$ cat src/adc_cal_consts.svh
/*
 * Offsets, fields, reset values and cycle counts of the controller.
 * Definitions only; included by bare name.
 */
`ifndef ADC_CAL_CONSTS_SVH
`define ADC_CAL_CONSTS_SVH

// ****
// timing, in master clock cycles
// ****
`define TRIG_MIN_CYC 4
`define SW_HALF_CYC 64
`define SELF_CAL_CYC 3145655
`define SYS_OFF_CYC 1052599
`define SYS_GAIN_CYC 1068813
`define OFF_REF_CYC 2117389
`define SETTLE_CYC 506880
`define WORD_CYC 1024

// ****
// register byte offsets
// ****
`define REG_STATUS 8'h00
`define REG_RESULT 8'h04
`define REG_ZERO 8'h08
`define REG_FULL 8'h0C
`define REG_CTRL 8'h10

// ****
// status fields
// ****
`define ST_BIT_READY 0
`define ST_BIT_CAL 1
`define ST_BIT_SETTLING 2
`define ST_BIT_POL 3
`define ST_BIT_MODE_LO 4
`define ST_BIT_SW 6

// ****
// control fields and reset values
// ****
`define CTRL_BIT_MEAS_EN 0
`define CTRL_RESET 1'h1
`define VREF_CODE_DEF 24'h200000

`endif

$ cat src/adc_cal_pkg.sv
/*
 * Types shared by the calibration controller modules.
 * Assumes nothing beyond a SystemVerilog compiler.
 */
package adc_cal_pkg;

    // ****
    // controller sequence states
    // ****
    typedef enum logic [2:0] {
        ST_RUN,
        ST_TRIG,
        ST_CAL,
        ST_LAUNCH,
        ST_CONV
    } cal_state_e;

    // ****
    // calibration kinds
    // ****
    typedef enum logic [1:0] {
        MODE_SELF,
        MODE_SYS_OFF,
        MODE_SYS_GAIN,
        MODE_OFF_REF
    } cal_mode_e;

endpackage

$ cat src/div_if.sv
/*
 * Request/answer bundle between the controller and its divider.
 * Assumes both ends run on the same clock.
 */
`timescale 1ns/100ps

interface div_if #(parameter int W = 43);
    logic start;
    logic [W-1:0] num;
    logic [W-1:0] den;
    logic busy;
    logic done;
    logic [W-1:0] quot;

    // controller side
    modport master (output start, output num, output den,
                    input busy, input done, input quot);
    // divider side
    modport slave (input start, input num, input den,
                   output busy, output done, output quot);
endinterface

$ cat src/sync3.sv
/*
 * Three-stage pin synchroniser with agreement filter.
 * Assumes asynchronous pins; output moves once stages two and three agree.
 */
`timescale 1ns/100ps

module sync3 #(
    parameter int W = 5
) (
    // clock and reset
    input wire logic clk,
    input wire logic arst_n,
    input wire logic ce,
    // pins in, filtered levels out
    input wire logic [W-1:0] d,
    output logic [W-1:0] q
);
    logic [W-1:0] s1_r, s2_r, s3_r, q_r;
    logic [W-1:0] q_nxt;

    // follow stage three once two and three agree
    always_comb begin
        q_nxt = ((~(s2_r ^ s3_r)) & s3_r) | ((s2_r ^ s3_r) & q_r);
    end

    // ****
    // stage registers
    // ****
    always_ff @(posedge clk or negedge arst_n) begin
        if (!arst_n) begin
            s1_r <= '0;
            s2_r <= '0;
            s3_r <= '0;
            q_r <= '0;
        end else if (ce) begin
            s1_r <= d;
            s2_r <= s1_r;
            s3_r <= s2_r;
            q_r <= q_nxt;
        end
    end

    assign q = q_r;
endmodule // sync3

$ cat src/seq_divider.sv
/*
 * Sequential restoring divider, one quotient bit per cycle.
 * Assumes start is raised only while busy is low; den must be nonzero.
 */
`timescale 1ns/100ps

module seq_divider #(
    parameter int W = 43
) (
    // clock and reset
    input wire logic clk,
    input wire logic arst_n,
    input wire logic ce,
    // request and answer
    div_if.slave d
);
    localparam int CW = $clog2(W + 1);

    logic [W-1:0] rem_r, rem_nxt, quo_r, quo_nxt, den_r, den_nxt;
    logic [CW-1:0] cnt_r, cnt_nxt;
    logic busy_r, busy_nxt, done_r, done_nxt;
    logic [W:0] trial;

    // one shift-subtract step per cycle while busy
    always_comb begin
        rem_nxt = rem_r;
        quo_nxt = quo_r;
        den_nxt = den_r;
        cnt_nxt = cnt_r;
        busy_nxt = busy_r;
        done_nxt = 1'b0;
        trial = {rem_r, quo_r[W-1]};
        if (d.start && !busy_r) begin
            rem_nxt = '0;
            quo_nxt = d.num;
            den_nxt = d.den;
            cnt_nxt = CW'(W);
            busy_nxt = 1'b1;
        end else if (busy_r) begin
            if (trial >= {1'b0, den_r}) begin
                rem_nxt = W'(trial - {1'b0, den_r});
                quo_nxt = {quo_r[W-2:0], 1'b1};
            end else begin
                rem_nxt = trial[W-1:0];
                quo_nxt = {quo_r[W-2:0], 1'b0};
            end
            cnt_nxt = cnt_r - 1'b1;
            if (cnt_r == CW'(1)) begin
                busy_nxt = 1'b0;
                done_nxt = 1'b1;
            end
        end
    end

    // ****
    // divider registers
    // ****
    always_ff @(posedge clk or negedge arst_n) begin
        if (!arst_n) begin
            rem_r <= '0;
            quo_r <= '0;
            den_r <= '0;
            cnt_r <= '0;
            busy_r <= 1'b0;
            done_r <= 1'b0;
        end else if (ce) begin
            rem_r <= rem_nxt;
            quo_r <= quo_nxt;
            den_r <= den_nxt;
            cnt_r <= cnt_nxt;
            busy_r <= busy_nxt;
            done_r <= done_nxt;
        end
    end

    assign d.busy = busy_r;
    assign d.done = done_r;
    assign d.quot = quo_r;
endmodule // seq_divider

$ cat src/adc_cal_ctrl.sv
/*
 * Calibration start, sequencing, output coding and clamping of a
 * delta-sigma converter, with an Avalon-MM register slave.
 * Assumes ANALOG_INPUT is a signed word from modulator logic on CLK_SYS,
 * and that calibration pins come asynchronously from a controller.
 */
// Local design decisions: register access over Avalon-MM and the register addresses.
// What this block and its controller do
// controller holds trigger high at least 4 cycles, then drops it.
// both select pins are captured on the trigger's falling edge.
// polarity pin level chooses bipolar or unipolar.
// controller keeps polarity steady.
// controller recalibrates after changing polarity.
// data ready high from step start until finished.
// controller waits for one step to finish before the next.
// controller runs the offset step before the gain step.
// self-calibration end drops data ready with an input word.
// system step end drops data ready with zero- or full-scale code.
// after system calibration, no words until settled.
// input above full scale gives all ones.
// input below zero (or minus full) scale gives all zeros.
// unipolar code is slope times input minus offset, plus half LSB.
// bipolar code adds half scale so the zero point reads midscale.
// shared trigger drops on a falling clock edge.
// rising sleep realigns sampling and output.
// sampling switch changes side every 64 cycles.
// self-calibration drops data ready once settled.
// other modes drop data ready once the term is determined.
// select pairs 00 self, 11 offset, 01 gain, 10 offset with reference.
// each step counts its fixed cycle total.
`timescale 1ns/100ps
`include "adc_cal_consts.svh"

module adc_cal_ctrl import adc_cal_pkg::*; #(
    parameter int AIN_W = 24,
    parameter int RES_BITS = 16,
    parameter int SELF_CAL_CYC = `SELF_CAL_CYC,
    parameter int SYS_OFF_CYC = `SYS_OFF_CYC,
    parameter int SYS_GAIN_CYC = `SYS_GAIN_CYC,
    parameter int OFF_REF_CYC = `OFF_REF_CYC,
    parameter int SETTLE_CYC = `SETTLE_CYC,
    parameter logic [AIN_W-1:0] VREF_CODE = `VREF_CODE_DEF
) (
    // clock, reset, enable
    input wire logic CLK_SYS,
    input wire logic ARST_N,
    input wire logic CE,
    // calibration pins
    input wire logic CAL_TRIGGER,
    input wire logic CAL_SELECT_1,
    input wire logic CAL_SELECT_2,
    input wire logic POLARITY_SELECT,
    input wire logic SLEEP,
    // modulator word
    input wire logic signed [AIN_W-1:0] ANALOG_INPUT,
    // converter outputs
    output logic DATA_READY_N,
    output logic [RES_BITS-1:0] DOUT,
    output logic SAMPLE_SW,
    // avalon-mm slave
    input wire logic [7:0] AVS_ADDRESS,
    input wire logic AVS_READ,
    input wire logic AVS_WRITE,
    input wire logic [31:0] AVS_WRITEDATA,
    input wire logic [3:0] AVS_BYTEENABLE,
    output logic [31:0] AVS_READDATA,
    output logic AVS_WAITREQUEST
);
    localparam int NW = AIN_W + RES_BITS + 3;
    localparam int CNT_W = 22;
    localparam int SET_W = 20;
    localparam int WC_W = $clog2(`WORD_CYC);
    localparam logic [5:0] SW_LAST = 6'(`SW_HALF_CYC - 1);
    localparam logic [RES_BITS-1:0] HALF_CODE = RES_BITS'(1) << (RES_BITS - 1);

    // ****
    // pin synchronisers
    // ****
    logic [4:0] pins_s;
    logic trig_s, sel1_s, sel2_s, pol_s, sleep_s;

    sync3 #(.W(5)) u_sync (
        .clk(CLK_SYS),
        .arst_n(ARST_N),
        .ce(CE),
        .d({SLEEP, POLARITY_SELECT, CAL_SELECT_2, CAL_SELECT_1, CAL_TRIGGER}),
        .q(pins_s)
    );
    assign {sleep_s, pol_s, sel2_s, sel1_s, trig_s} = pins_s;

    // ****
    // divider for the slope arithmetic
    // ****
    div_if #(.W(NW)) dv ();

    seq_divider #(.W(NW)) u_div (
        .clk(CLK_SYS),
        .arst_n(ARST_N),
        .ce(CE),
        .d(dv.slave)
    );

    // ****
    // state
    // ****
    cal_state_e state_r, state_nxt;
    cal_mode_e mode_r, mode_nxt;
    logic [2:0] trig_cnt_r, trig_cnt_nxt;
    logic [CNT_W-1:0] cal_cnt_r, cal_cnt_nxt;
    logic [SET_W-1:0] settle_r, settle_nxt;
    logic [WC_W-1:0] word_cnt_r, word_cnt_nxt;
    logic [5:0] sw_cnt_r, sw_cnt_nxt;
    logic sw_r, sw_nxt, sleep_prev_r, sleep_prev_nxt;
    logic data_ready_n_n_r, data_ready_n_n_nxt, meas_en_r, meas_en_nxt;
    logic div_start_r, div_start_nxt;
    logic [RES_BITS-1:0] dout_r, dout_nxt;
    logic [AIN_W-1:0] zero_r, zero_nxt, full_r, full_nxt;
    logic [31:0] rdata_r, rdata_nxt;
    logic wait_r, wait_nxt;

    // ****
    // transfer arithmetic
    // ****
    logic signed [AIN_W:0] diff, span;
    logic signed [NW-1:0] diff_x, span_x, num_s;
    logic [RES_BITS-1:0] quot_clamped, zero_code;
    logic [CNT_W-1:0] cal_last;
    logic [31:0] be_mask, status_w;
    logic sleep_rise, req;

    // numerator and clamp for the output word
    always_comb begin
        diff = $signed({ANALOG_INPUT[AIN_W-1], ANALOG_INPUT})
             - $signed({zero_r[AIN_W-1], zero_r});
        span = $signed({full_r[AIN_W-1], full_r}) - $signed({zero_r[AIN_W-1], zero_r});
        diff_x = NW'(diff);
        span_x = NW'(span);
        if (pol_s) begin
            num_s = (diff_x <<< (RES_BITS - 1)) + (span_x <<< (RES_BITS - 1))
                  + (span_x >>> 1);
        end else begin
            num_s = (diff_x <<< RES_BITS) + (span_x >>> 1);
        end
        if (|dv.quot[NW-1:RES_BITS]) begin
            quot_clamped = '1;
        end else begin
            quot_clamped = dv.quot[RES_BITS-1:0];
        end
        zero_code = pol_s ? HALF_CODE : '0;
        case (mode_r)
            MODE_SELF: cal_last = CNT_W'(SELF_CAL_CYC - 1);
            MODE_SYS_OFF: cal_last = CNT_W'(SYS_OFF_CYC - 1);
            MODE_SYS_GAIN: cal_last = CNT_W'(SYS_GAIN_CYC - 1);
            MODE_OFF_REF: cal_last = CNT_W'(OFF_REF_CYC - 1);
            default: cal_last = CNT_W'(SELF_CAL_CYC - 1);
        endcase
        be_mask = {{8{AVS_BYTEENABLE[3]}}, {8{AVS_BYTEENABLE[2]}},
                   {8{AVS_BYTEENABLE[1]}}, {8{AVS_BYTEENABLE[0]}}};
        status_w = '0;
        status_w[`ST_BIT_READY] = ~data_ready_n_n_r;
        status_w[`ST_BIT_CAL] = (state_r == ST_TRIG) || (state_r == ST_CAL);
        status_w[`ST_BIT_SETTLING] = |settle_r;
        status_w[`ST_BIT_POL] = pol_s;
        status_w[`ST_BIT_MODE_LO +: 2] = mode_r;
        status_w[`ST_BIT_SW] = sw_r;
        sleep_rise = sleep_s && !sleep_prev_r;
        req = AVS_READ || AVS_WRITE;
    end

    assign dv.start = div_start_r;
    assign dv.num = num_s;
    assign dv.den = span_x;

    // ****
    // next state: bus, timing, calibration sequence
    // ****
    always_comb begin
        state_nxt = state_r;
        mode_nxt = mode_r;
        trig_cnt_nxt = trig_cnt_r;
        cal_cnt_nxt = cal_cnt_r;
        settle_nxt = settle_r;
        word_cnt_nxt = word_cnt_r;
        sw_cnt_nxt = sw_cnt_r;
        sw_nxt = sw_r;
        sleep_prev_nxt = sleep_prev_r;
        data_ready_n_n_nxt = data_ready_n_n_r;
        meas_en_nxt = meas_en_r;
        div_start_nxt = 1'b0;
        dout_nxt = dout_r;
        zero_nxt = zero_r;
        full_nxt = full_r;
        rdata_nxt = rdata_r;
        wait_nxt = wait_r;
        // bus slave: one wait state
        if (req && wait_r) begin
            wait_nxt = 1'b0;
            case (AVS_ADDRESS)
                `REG_STATUS: rdata_nxt = status_w;
                `REG_RESULT: rdata_nxt = 32'(dout_r);
                `REG_ZERO: rdata_nxt = 32'(signed'(zero_r));
                `REG_FULL: rdata_nxt = 32'(signed'(full_r));
                `REG_CTRL: rdata_nxt = 32'(meas_en_r);
                default: rdata_nxt = '0;
            endcase
        end else if (!wait_r) begin
            wait_nxt = 1'b1;
            if (AVS_WRITE) begin
                case (AVS_ADDRESS)
                    `REG_ZERO: zero_nxt = AIN_W'((32'(zero_r) & ~be_mask) | (AVS_WRITEDATA & be_mask));
                    `REG_FULL: full_nxt = AIN_W'((32'(full_r) & ~be_mask) | (AVS_WRITEDATA & be_mask));
                    `REG_CTRL: if (AVS_BYTEENABLE[0]) begin
                        meas_en_nxt = AVS_WRITEDATA[`CTRL_BIT_MEAS_EN];
                    end
                    default: ;
                endcase
            end
        end
        sleep_prev_nxt = sleep_s;
        // sampling switch and word timer, realigned by sleep
        if (sleep_rise) begin
            sw_cnt_nxt = '0;
            sw_nxt = 1'b0;
            word_cnt_nxt = '0;
        end else begin
            sw_cnt_nxt = (sw_cnt_r == SW_LAST) ? 6'h00 : sw_cnt_r + 6'h01;
            if (sw_cnt_r == SW_LAST) begin
                sw_nxt = ~sw_r;
            end
            word_cnt_nxt = word_cnt_r + 1'b1;
        end
        if (settle_r != '0) begin
            settle_nxt = settle_r - 1'b1;
        end
        // calibration and conversion sequence
        case (state_r)
            ST_RUN: begin
                if (trig_s) begin
                    state_nxt = ST_TRIG;
                    trig_cnt_nxt = 3'h1;
                    data_ready_n_n_nxt = 1'b1;
                end else if (word_cnt_r == '1 && !sleep_rise && meas_en_r
                             && settle_r == '0) begin
                    state_nxt = ST_LAUNCH;
                end
            end
            ST_TRIG: begin
                if (trig_s) begin
                    if (trig_cnt_r != 3'(`TRIG_MIN_CYC)) begin
                        trig_cnt_nxt = trig_cnt_r + 3'h1;
                    end
                end else if (trig_cnt_r == 3'(`TRIG_MIN_CYC)) begin
                    case ({sel1_s, sel2_s})
                        2'b00: mode_nxt = MODE_SELF;
                        2'b11: mode_nxt = MODE_SYS_OFF;
                        2'b01: mode_nxt = MODE_SYS_GAIN;
                        default: mode_nxt = MODE_OFF_REF;
                    endcase
                    cal_cnt_nxt = '0;
                    settle_nxt = '0;
                    state_nxt = ST_CAL;
                end else begin
                    state_nxt = ST_RUN;
                end
            end
            ST_CAL: begin
                if (trig_s) begin
                    state_nxt = ST_TRIG;
                    trig_cnt_nxt = 3'h1;
                end else if (cal_cnt_r != cal_last) begin
                    cal_cnt_nxt = cal_cnt_r + 1'b1;
                end else begin
                    state_nxt = ST_RUN;
                    case (mode_r)
                        MODE_SELF: begin
                            zero_nxt = '0;
                            full_nxt = VREF_CODE;
                            state_nxt = ST_LAUNCH;
                        end
                        MODE_SYS_OFF: begin
                            zero_nxt = ANALOG_INPUT;
                            dout_nxt = zero_code;
                            data_ready_n_n_nxt = 1'b0;
                        end
                        MODE_SYS_GAIN: begin
                            full_nxt = ANALOG_INPUT;
                            dout_nxt = '1;
                            data_ready_n_n_nxt = 1'b0;
                        end
                        default: begin
                            zero_nxt = ANALOG_INPUT;
                            full_nxt = VREF_CODE;
                            dout_nxt = zero_code;
                            data_ready_n_n_nxt = 1'b0;
                        end
                    endcase
                    if (mode_r != MODE_SELF) begin
                        settle_nxt = SET_W'(SETTLE_CYC);
                    end
                end
            end
            ST_LAUNCH: begin
                if (trig_s) begin
                    state_nxt = ST_TRIG;
                    trig_cnt_nxt = 3'h1;
                    data_ready_n_n_nxt = 1'b1;
                end else if (span <= 0 || num_s < 0) begin
                    dout_nxt = '0;
                    data_ready_n_n_nxt = 1'b0;
                    state_nxt = ST_RUN;
                end else if (!dv.busy) begin
                    div_start_nxt = 1'b1;
                    state_nxt = ST_CONV;
                end
            end
            ST_CONV: begin
                if (trig_s) begin
                    state_nxt = ST_TRIG;
                    trig_cnt_nxt = 3'h1;
                    data_ready_n_n_nxt = 1'b1;
                end else if (dv.done) begin
                    dout_nxt = quot_clamped;
                    data_ready_n_n_nxt = 1'b0;
                    state_nxt = ST_RUN;
                end
            end
            default: state_nxt = ST_RUN;
        endcase
    end

    // ****
    // registers
    // ****
    always_ff @(posedge CLK_SYS or negedge ARST_N) begin
        if (!ARST_N) begin
            state_r <= ST_RUN;
            mode_r <= MODE_SELF;
            trig_cnt_r <= '0;
            cal_cnt_r <= '0;
            settle_r <= '0;
            word_cnt_r <= '0;
            sw_cnt_r <= '0;
            sw_r <= 1'b0;
            sleep_prev_r <= 1'b0;
            data_ready_n_n_r <= 1'b1;
            meas_en_r <= `CTRL_RESET;
            div_start_r <= 1'b0;
            dout_r <= '0;
            zero_r <= '0;
            full_r <= VREF_CODE;
            rdata_r <= '0;
            wait_r <= 1'b1;
        end else if (CE) begin
            state_r <= state_nxt;
            mode_r <= mode_nxt;
            trig_cnt_r <= trig_cnt_nxt;
            cal_cnt_r <= cal_cnt_nxt;
            settle_r <= settle_nxt;
            word_cnt_r <= word_cnt_nxt;
            sw_cnt_r <= sw_cnt_nxt;
            sw_r <= sw_nxt;
            sleep_prev_r <= sleep_prev_nxt;
            data_ready_n_n_r <= data_ready_n_n_nxt;
            meas_en_r <= meas_en_nxt;
            div_start_r <= div_start_nxt;
            dout_r <= dout_nxt;
            zero_r <= zero_nxt;
            full_r <= full_nxt;
            rdata_r <= rdata_nxt;
            wait_r <= wait_nxt;
        end
    end

    assign DATA_READY_N = data_ready_n_n_r;
    assign DOUT = dout_r;
    assign SAMPLE_SW = sw_r;
    assign AVS_READDATA = rdata_r;
    assign AVS_WAITREQUEST = wait_r;
endmodule // adc_cal_ctrl

$ cat config.mk
export PLATFORM = sky130hd
export DESIGN_NAME = adc_cal_ctrl
export DESIGN_NICKNAME = d
export VERILOG_FILES = /design/src/adc_cal_pkg.sv /design/src/div_if.sv /design/src/sync3.sv /design/src/seq_divider.sv /design/src/adc_cal_ctrl.sv
export VERILOG_INCLUDE_DIRS = /design/src
export SDC_FILE = /design/constraint.sdc
export NUM_CORES = 1
export LEC_CHECK = 0
export BUFFER_PORTS_ARGS = -buffer_cell sky130_fd_sc_hd__buf_2
export CORE_MARGIN = 2
export CORE_UTILIZATION = 40
export DETAILED_ROUTE_END_ITERATION = 12
export PLACE_DENSITY = 0.6
export SLEW_MARGIN = 20
export SYNTH_ARGS = -nofsm -noshare
export SYNTH_HDL_FRONTEND = slang
export SYNTH_SLANG_ARGS = --single-unit
$ cat constraint.sdc
create_clock -name CLK_SYS -period 16.6 [get_ports CLK_SYS]
set_clock_uncertainty 0.15 [all_clocks]
set_input_delay 0.83 -clock CLK_SYS [delete_from_list [all_inputs] [get_ports CLK_SYS]]
set_output_delay 0.83 -clock CLK_SYS [all_outputs]
set_load 0.03 [all_outputs]
# Yosys cells after proc, flatten, opt, wreduce, memory -nomap -nowiden
# Cells that the tools add are included.
# classes
add_sub_neg	12
shift	0
mul	0
n_bitwise	16
order_cmp	3
div_mod_pow	0
reduce_logical	39
n_mux	92
n_eq_ne	38
# op_table
operator	n
two-way mux 24 bit	14
two-way mux 43 bit	6
case mux 32 bit (5 select lines)	1
two-way mux 16 bit	8
two-way mux 20 bit	6
case mux 24 bit (2 select lines)	2
two-way mux 22 bit	4
case mux 22 bit (4 select lines)	1
adder 41 x 24 -> 42 bit	2
AND 24 bit	3
subtractor 24 x 24 -> 25 bit	2
bitwise OR 24 bit	2
case mux 16 bit (3 select lines)	1
greater-or-equal comparator 44 x 43 -> 1 bit	1
case mux 22 bit (2 select lines)	1
less-than comparator 43 x 1 -> 1 bit, second input constant	1
subtractor 43 bit	1
adder 40 x 40 -> 41 bit	1
case mux 20 bit (2 select lines)	1
two-way mux 3 bit	13
case mux 16 bit (2 select lines)	1
OR reduction 27 bit	1
less-or-equal comparator 25 x 1 -> 1 bit, second input constant	1
two-way mux 6 bit	4
other kinds (56)	122
# word_totals
romBits	0
memories	0
input_bits	78
latch_bits	0
regBits	307
out_inout_bits	51
mem_bits_rw	0

# Logic depth before layout (Yosys ltp)
# Gate-level depths: netlist of run 1.
# depth
word_depth	11
mapped_depth	30
depth_no_buf	29

# Modules after synthesis
# Synthesis of run 1 repeated with hierarchy kept, for this count alone.
# unflattened
hier_cells	2750
area_unflattened_um2	24071.8
# by_module_without_submodules
mod	cells_each	n_inst	area_per_inst_um2
adc_cal_ctrl	1762	1	14308.7
seq_divider	936	1	8957.3
sync3	52	1	805.8

# Worst setup path before layout of run 1
# No wires, ideal clock.
# synth_path
path_type	register to register
from	reg zero_r[0]
to	reg dout_r[15] (netlist: DOUT[15])
required_time_ns	16.325
synth_period_minus_slack_ns	6.622
path_stages_with_launch	23
arrival_ns	6.348
slack_ns	9.978
path_cell_list	dfrtp_1 > ha_1 > fa_1 > nand2b_1 > a21oi_1 > o21a_1 > o211ai_1 > a41oi_1 > o31a_1 > inv_1 > fa_1 > ha_1 > and3_1 > o21ai_0 > a21oi_1 > nor2b_1 > a311oi_1 > a221oi_1 > a21oi_1 > mux2i_1 > nor3_2 > a221oi_4 > mux2_2
# synth_between
elab_chain_cells	8
word_cells_on_any_way	11
cone_classes	add/sub (5); order compare (2); eq/ne (1); mux (1); reduce/logical (2)
# synth_rtl
element	line_no	text
from (decl)	adc_cal_ctrl.sv:117	logic [AIN_W-1:0] zero_r, zero_nxt, full_r, full_nxt;
from (signal assigned)	adc_cal_ctrl.sv:367	zero_r <= zero_nxt;
subtractor 24 x 24 -> 25 bit *	adc_cal_ctrl.sv:135	span = $signed({full_r[AIN_W-1], full_r}) - $signed({zero_r[AIN_W-1], zero_r});
named net span[24]	adc_cal_ctrl.sv:124	logic signed [AIN_W:0] diff, span;
adder 40 x 40 -> 41 bit	adc_cal_ctrl.sv:139	num_s = (diff_x <<< (RES_BITS - 1)) + (span_x <<< (RES_BITS - 1))
adder 41 x 24 -> 42 bit	adc_cal_ctrl.sv:140	+ (span_x >>> 1);
two-way mux 43 bit	adc_cal_ctrl.sv:138	if (pol_s) begin
less-than comparator 43 x 1 -> 1 bit	adc_cal_ctrl.sv:307	end else if (span <= 0 || num_s < 0) begin
logical OR 1 bit *	adc_cal_ctrl.sv:307	
inequality test 2 bit (no source line) *	-	
AND reduction 9 bit (no source line) *	-	
to (signal assigned)	adc_cal_ctrl.sv:366	dout_r <= dout_nxt;
to (decl)	adc_cal_ctrl.sv:116	logic [RES_BITS-1:0] dout_r, dout_nxt;
# Mark *: on every way through the listed nets, which the timed path passes. The rest lies on a longest branch.
# A chain may end at the register's enable or synchronous reset.

# Worst setup path in the final report of run 1
# layout_path
from	reg zero_r[0]
to	reg dout_r[15] (netlist: DOUT[15])
# layout_between
elab_chain_cells	8
word_cells_on_any_way	11
cone_classes	add/sub (5); order compare (2); eq/ne (1); mux (1); reduce/logical (2)
# layout_rtl
element	line_no
subtractor 24 x 24 -> 25 bit (on tied branches)	adc_cal_ctrl.sv:134, adc_cal_ctrl.sv:135
adder 40 x 40 -> 41 bit	adc_cal_ctrl.sv:139
adder 41 x 24 -> 42 bit	adc_cal_ctrl.sv:140
two-way mux 43 bit	adc_cal_ctrl.sv:138
less-than comparator 43 x 1 -> 1 bit	adc_cal_ctrl.sv:307
logical OR 1 bit *	adc_cal_ctrl.sv:307
inequality test 2 bit (no source line) *	-
AND reduction 9 bit (no source line) *	-
# Every way passes the cells marked *; elsewhere a longest branch is shown, timed or not.

==> results by group, run 1 <==
Route
  – DRC: 0
  – Met1 wire length: 30.5 mm
  – Met3 wire len: 3.53 mm
  – Vias per inst: 5.79
  – Max layer used: met4
  – Drt first-iter violations: 1703
  – DR WL/cell: 19.0 um
  – Overall routed net length: 65.8 mm
  – Routed Antenna Nets: 0
  – First drt pass iteration count: 6
  – Routed wl met2: 29.6 mm
  – Via Count: 20015

Flow run
  – Max-Cap Viols: 0

Cells and area
  – Final design utilization: 45.2%
  – Layout cells sized above 1: 9.63%
  – Finished Cell Area: 0.0249 sq mm
  – Antenna cell count: 0
  – Final Net Count: 2947
  – Area growth syn-to-layout: 11.7%

Outcome
  – Status: finished, final reports clean

CTS
  – Clock slew at reported path FFs: approximately 0.060 ns
  – Root buf cell: clkbuf_16
  – Post-CTS Setup Bufs: 0
  – # H-tree levels: 2
  – Hold Buf Count CTS: 0
  – CTS tree: done
  – Clock Sinks: 299
  – Resize count post-CTS: 0
  – Max clock buf depth: 3
  – Latest clock arrival within the worst-skew pair: 0.56 ns
  – Total CTS buffers: 37

Critical path
  – Crit path cell chain: ha_1 > fa_1 > nand2b_1 > a21oi_1 > o21a_1 > o211ai_1 > a41oi_1 > nor3_1 > xor2_1 > fa_1 > inv_1 > ha_1 > o21a_1 > o21ai_0 > a21oi_1 > o41ai_2 > a311oi_1 > a221oi_1 > a21oi_1 > mux2i_1 > nor3_2 > a221oi_4 > buf_6 > mux2_2
  – Setup crit end kind: flop
  – WS Path Type: reg2reg
  – Crit-path most repeated cell: a21oi_1
  – Crit-path max FO: 24
  – Crit path max-delay family: compound AO/OA/AOI/OAI gates
  – Buffer and inverter count on the worst path: 2
  – Worst EP arrival: 8.40 ns
  – CP required: between 15 and 20 ns
  – Crit path max-delay cell type: xor2_1
  – Crit path largest cell delay: 0.88 ns
  – Crit path launch type: flop

STA
  – Final min period: 8.11 ns
  – Max_slew headroom: a little under a quarter
  – RSZ-0062 raised after global routing: no
  – Fmax: 0.123 GHz
  – Final period util: 48.8%
  – Slew @ Worst Pin: between 1 and 1.5 ns
  – Slew Limit Fails: 0
  – Final hold violations: 0
  – Final TNS setup: 0 ns
  – Final setup vio count: 0

Power
  – Pwr per Cell Area: between 150 and 200 mW/mm^2
  – Leak: about 11 nW
  – Worst VDD drop: 0.0964 mV

Die
  – Starting Density: 40.5%
  – Top Ports: 129
  – Chip height: 240 um
  – Die width: 240 um
  – Die area: between 0.05 and 0.06 sq mm
  – FP Rows: 86
  – Core ar.: 0.0551 sq mm

Min path
  – Worst Hold Class: in2async

Global routing
  – Initial antenna violation count: 0
  – Vias in the first global route: 19383
  – Overall Global Routing Usage: a little under a quarter
  – First-pass GRT wire length: 105 mm
  – GRT overflow: 0
  – Largest net degree at the start of global routing: about 160

Synthesis
  – Syn. warnings: 0
  – Top cell type's share of synthesized area: 33.1%
  – Yosys cell types: 89
  – EDFF count, synth: 0
  – FFs w/ async S/R, synth: 100%
  – Ranking of synthesized cells by area: dfrtp_1, ha_1, o21ai_0
  – Count leader, synth: dfrtp_1
  – Post-synth top area cell: dfrtp_1
  – Syn_nets: about 2900
  – Synth cell count leaders: dfrtp_1, nand2_1, o21ai_0
  – Avg Cell Area, Syn: 8.52 sq um
  – Syn Inst Count: between 2000 and 3000
  – Sequential share of the synthesized area: 33.6%
  – Synthesized area: 0.0223 sq mm
  – Main synth FF type: dfrtp_1
  – #FFs+latches synth: roughly 300

Placement
  – Buffers on Ports: around 120
  – DP Area: 0.0236 sq mm
  – Gpl congestion: 0.876
  – HPWL Detailed: slightly below 50 mm
[path summary, 6_finish.rpt]
kind | start | end | slack [ns] | cells after the start
max in group asynchronous | ARST_N | u_div.d.quot[41]$_DFFE_PN0P_ | 13.95 | 3
hold / removal | ARST_N | zero_r[23]$_DFFE_PN0P_ | 0.09 | 1
setup / recovery | zero_r[0]$_DFFE_PN0P_ | DOUT[15]$_DFFE_PN0P_ | 8.49 | 24
setup reg to reg | zero_r[0]$_DFFE_PN0P_ | DOUT[15]$_DFFE_PN0P_ | 8.49 | 24
hold reg to reg | AVS_READDATA[19]$_DFFE_PN0P_ | AVS_READDATA[19]$_DFFE_PN0P_ | 0.32 | 2
min in group CLK_SYS | AVS_READDATA[19]$_DFFE_PN0P_ | AVS_READDATA[19]$_DFFE_PN0P_ | 0.32 | 2
[layout make-up]
cell class	count	area (sq um)
fillers	5453	30200
multi-input cells	2024	13700
flip-flops and latches	299	7490
clock buffers	47	1010
well taps	748	936
repair buffers	145	820
inverters	178	668
clock inverters	18	282
[per-stage QoR]
step	hold WS, ns	setup slack (ns)	instances	total power [mW]
finish	0.0918	8.49	3459	3.80
global placement	0.307	7.82	3392	2.87
global route	0.141	8.03	3459	4.09
floorplan	0.289	9.98	2615	2.47
CTS	0.110	8.19	3457	3.81
detailed placement	0.311	7.78	3392	2.91
[report_power, final]
part / internal [mW] / switching, mW
sequential: 0.914 / 0.192
combinational: 0.759 / 1.06
clock: 0.530 / 0.341
total: 2.20 / 1.60
[registers in the layout, indices dropped and copies added, names as in the netlist, 2 cells and up, named ones only]
name / count
u_div.d.quot: 43
u_div.rem_r: 43
u_div.den_r: 25
AVS_READDATA: 24
full_r: 24
zero_r: 24
cal_cnt_r: 22
settle_r: 20
DOUT: 16
word_cnt_r: 10
sw_cnt_r: 6
u_div.cnt_r: 6
u_sync.s1_r: 5
u_sync.s2_r: 5
u_sync.s3_r: 5
state_r: 3
trig_cnt_r: 3
mode_r: 2
[kinds of logic (layout without fill, tap and decap cells)]
group | after synthesis | count (layout) | share of synthesized area, %
AOI/OAI and AO/OA | 867 | 867 | 25.0
xor gates and xnor gates | 152 | 152 | 6.01
adders and majority gates | 185 | 185 | 11.2
buffers and inverters | 292 | 388 | 5.28
DFF | 299 | 299 | 33.6
muxes | 67 | 67 | 3.10
and+or+nand+nor | 753 | 753 | 15.8
[routing by layer]
layer,vias to the layer above,GRT usage [%]
li1,9555,-
met1,9791,32.0
met2,572,36.2
met3,97,2.89
met4,0,8.19
met5,-,0
[placed cells by master (no fill, tap or decap), types with 23 or more instances in the layout]
| cell type | instances |
|---|---|
| ha_1 | 158 |
| nor2b_1 | 23 |
| nor3_1 | 44 |
| a22oi_1 | 71 |
| and3_1 | 30 |
| o21bai_1 | 31 |
| nand4_1 | 27 |
| buf_4 | 25 |
| nand2_1 | 292 |
| nand3_1 | 51 |
| o21ai_0 | 273 |
| xnor2_1 | 79 |
| nand2b_1 | 28 |
| xor2_1 | 71 |
| a21oi_1 | 161 |
| clkbuf_16 | 38 |
| nor2_1 | 165 |
| inv_1 | 176 |
| buf_2 | 117 |
| mux2i_1 | 50 |
| a31oi_1 | 37 |
| dfrtp_1 | 295 |
| a21o_1 | 79 |
| fa_1 | 26 |
[worst register-to-register path, stage by stage, from the launching register on]
cell	delay, ns
dfrtp_1	0.43
ha_1	0.26
fa_1	0.40
nand2b_1	0.18
a21oi_1	0.31
o21a_1	0.23
o211ai_1	0.13
a41oi_1	0.32
nor3_1	0.09
xor2_1	0.88
fa_1	0.57
inv_1	0.07
ha_1	0.27
o21a_1	0.12
o21ai_0	0.16
a21oi_1	0.09
o41ai_2	0.52
a311oi_1	0.33
a221oi_1	0.56
a21oi_1	0.16
mux2i_1	0.52
nor3_2	0.18
a221oi_4	0.46
buf_6	0.26
mux2_2	0.35
(Power assumes the default switching activity.)
==> run 2: changes to the inputs <==
--- a/config.mk
+++ b/config.mk
@@ -6,11 +6,12 @@
 export SDC_FILE = /design/constraint.sdc
 export NUM_CORES = 1
 export LEC_CHECK = 0
+export ABC_AREA = 1
 export BUFFER_PORTS_ARGS = -buffer_cell sky130_fd_sc_hd__buf_2
 export CORE_MARGIN = 2
 export CORE_UTILIZATION = 40
 export DETAILED_ROUTE_END_ITERATION = 12
-export PLACE_DENSITY = 0.6
+export PLACE_DENSITY = 0.62
 export SLEW_MARGIN = 20
 export SYNTH_ARGS = -nofsm -noshare
 export SYNTH_HDL_FRONTEND = slang
==> constraint.sdc (replaced) <==
create_clock -name CLK_SYS -period 7.1 [get_ports CLK_SYS]
set_clock_uncertainty 0.15 [all_clocks]
set_input_delay 0.355 -clock CLK_SYS [delete_from_list [all_inputs] [get_ports CLK_SYS]]
set_output_delay 0.355 -clock CLK_SYS [all_outputs]
set_load 0.03 [all_outputs]
==> run 2 against run 1 <==
Non-clock buffer count grew 11. Sequential share of layout area is 2.0 points lower. Sequential power increased by 140%. Clock-buffer cell count is 3 higher. Utilization is essentially flat. Register-to-register slack got worse by 7.9 ns. Total power increased to 3.7 times the previous value. Fmax rose by 24%. Routed wire length rose by 18%. Clock power rose by 120%. Die area rose by 7.6%. Via count increased by 16%. Critical endpoint is now DOUT[14]$_DFFE_PN0P_.
==> results by group, run 2 <==
STA
  – Final min period: 6.52 ns
  – Final setup vio count: 0
  – Final TNS setup: 0 ns
  – RSZ-0062 raised after global routing: no
  – Slew Limit Fails: 0
  – Final hold violations: 0
  – Fmax: 0.153 GHz
  – Slew @ Worst Pin: 1.03 ns
  – Final period util: 91.9%
  – Max_slew headroom: between 30 and 40%
  – Final setup margin: 0.576 ns

Synthesis
  – Syn Inst Count: 3399
  – Post-synthesis simple-gate area fraction: 23.1%
  – Syn_nets: 3661
  – Largest family of logic cells by synthesized area: simple AND/OR/NAND/NOR gates
  – #FFs+latches synth: 299
  – Compound-cell area share of the yosys netlist: 21.3%
  – Count leader, synth: nand2_1
  – Multiplexer area fraction after synthesis: 0.547%
  – Top cell type's share of synthesized area: 30.7%
  – Yosys cell types: 73
  – Sequential share of the synthesized area: 31.2%
  – Synthesized area: 0.0240 sq mm
  – EDFF count, synth: 0
  – Adder-Cell Fraction of Synth Area: 10.4%
  – Synth Area in XOR/XNOR: 3.49%
  – Syn. warnings: 0
  – FFs w/ async S/R, synth: 100%
  – Avg Cell Area, Syn: 7.06 sq um
  – Synth cell count leaders: nand2_1, inv_1, o21ai_0
  – Post-synth top area cell: dfrtp_1
  – Main synth FF type: dfrtp_1
  – Ranking of synthesized cells by area: dfrtp_1, nand2_1, ha_1

CTS
  – Hold Buf Count CTS: 10
  – Resize count post-CTS: 0
  – CTS tree: done
  – Total CTS buffers: 37
  – Root buf cell: clkbuf_16
  – Clock slew at reported path FFs: 0.06 ns
  – # H-tree levels: 2
  – Post-CTS Setup Bufs: 0
  – Latest clock arrival within the worst-skew pair: 0.58 ns
  – Clock Sinks: 299
  – Max clock buf depth: 3

Flow run
  – Max-Cap Viols: 0

Route
  – DRC: 0
  – Via Count: approximately 23000
  – Drt first-iter violations: 1994
  – Routed Antenna Nets: 0
  – First drt pass iteration count: 6
  – DR WL/cell: 18.1 um
  – Overall routed net length: 77.9 mm
  – Vias per inst: 5.40

Die
  – Top Ports: 129
  – Starting Density: 40.6%
  – Die width: 249 um
  – Chip height: 249 um
  – Core ar.: 0.0591 sq mm
  – FP Rows: between 80 and 90
  – Die area: about 0.062 sq mm

Cells and area
  – Antenna cell count: 0
  – Fillers: between 6000 and 7000
  – Most frequent cells in the layout: nand2_1, inv_1, o21ai_0
  – Most common cell after layout, fill and taps aside: nand2_1
  – Area growth syn-to-layout: 11.3%
  – Final Net Count: 3761
  – Layout cells sized above 1: a little under a tenth
  – Final design utilization: between 40 and 50%
  – Final Non-Filler Cells: 4299

Global routing
  – Vias in the first global route: 21922
  – First-pass GRT wire length: 122 mm
  – GRT overflow: 0
  – Largest net degree at the start of global routing: 167
  – Initial antenna violation count: 1
  – Overall Global Routing Usage: 24.8%

Power
  – Leak: 13.1 nW
  – Pwr Total: ~14 mW
  – Worst VDD drop: 0.272 mV
  – Pwr per Cell Area: 525 mW/mm^2

Placement
  – Placed cell count: between 4000 and 5000
  – HPWL Detailed: 59.7 mm
  – Placement Setup Slack: 0.664 ns
  – Buffers on Ports: 119
  – Gpl congestion: 0.957

Critical path
  – Crit path largest cell delay: 0.48 ns
  – Buffer and inverter count on the worst path: 3
  – Crit path launch type: flop
  – Crit-path most repeated cell: nand2_1
  – Crit-path max FO: 32
  – Setup crit end kind: flop
  – Crit path max-delay family: simple AND/OR/NAND/NOR gates
  – CP required: 7.40 ns
  – WS Path Type: reg2reg
  – Crit path max-delay cell type: fa_1
  – Worst EP arrival: 6.83 ns

Min path
  – Worst Hold Class: in2reg

Outcome
  – Status: finished, final reports clean
run 2: final timing paths:
check | from | end | slack, ns | cells after the start
max | zero_r[1]$_DFFE_PN0P_ | DOUT[14]$_DFFE_PN0P_ | 0.58 | 32
min | ANALOG_INPUT[2] | full_r[2]$_DFFE_PN0P_ | 0.04 | 5
max reg2reg | zero_r[1]$_DFFE_PN0P_ | DOUT[14]$_DFFE_PN0P_ | 0.58 | 32
min reg2reg | AVS_READDATA[21]$_DFFE_PN0P_ | AVS_READDATA[21]$_DFFE_PN0P_ | 0.32 | 2
max in group asynchronous | ARST_N | settle_r[18]$_DFFE_PN0P_ | 5.19 | 3
min in group asynchronous | ARST_N | u_div.d.quot[38]$_DFFE_PN0P_ | 0.24 | 2
run 2: final cells by class:
cell class	instances	area, sq um	share of cell area, %
inverter	518	1940	7.28
timing repair buffer	156	923	3.46
clock buffer	50	1030	3.87
tap	773	967	3.62
multi-input combinational	2487	14200	53.0
sequential	299	7490	28.0
clock inverter	16	210	0.787
run 2: layer usage:
layer	GRT usage, %	vias up	routed length [um]
met5	0	-	0
met4	10.4	0	3280
met3	4.03	140	4970
met2	39.2	711	34400
met1	33.8	10796	35300
li1	-	11570	-
run 2: logic make-up (layout without fill, tap and decap cells):
kind of cell,after synthesis,count (layout)
multiplexers,12,12
AO/OA/AOI/OAI,894,894
XOR/XNOR,94,94
AND/OR/NAND/NOR,1303,1303
flip-flops,299,299
buffers and inverters,613,740
adder cells (fa/ha/maj),184,184
run 2: where the power goes:
part           internal (mW)  switching [mW]
clock                   1.14           0.802
sequential              2.25           0.461
combinational           3.13            6.26
total                   6.52            7.52
run 2: through the flow:
| step | instance area [sq um] | hold WS (ns) |
|---|---|---|
| 6_report | 26700 | 0.0385 |
| 5_1_grt | 26700 | 0.0560 |
| 4_1_cts | 26700 | 0.00649 |
| 3_5_place_dp | 25400 | 0.229 |
| 3_3_place_gp | 25400 | 0.233 |
| 2_1_floorplan | 24000 | -0.0906 |
run 2: tightest hold or removal path, stage by stage:
cell and delay, ns:
buf_2 0.12, inv_1 0.06, o22ai_1 0.07, nand2_1 0.05, o21ai_0 0.06
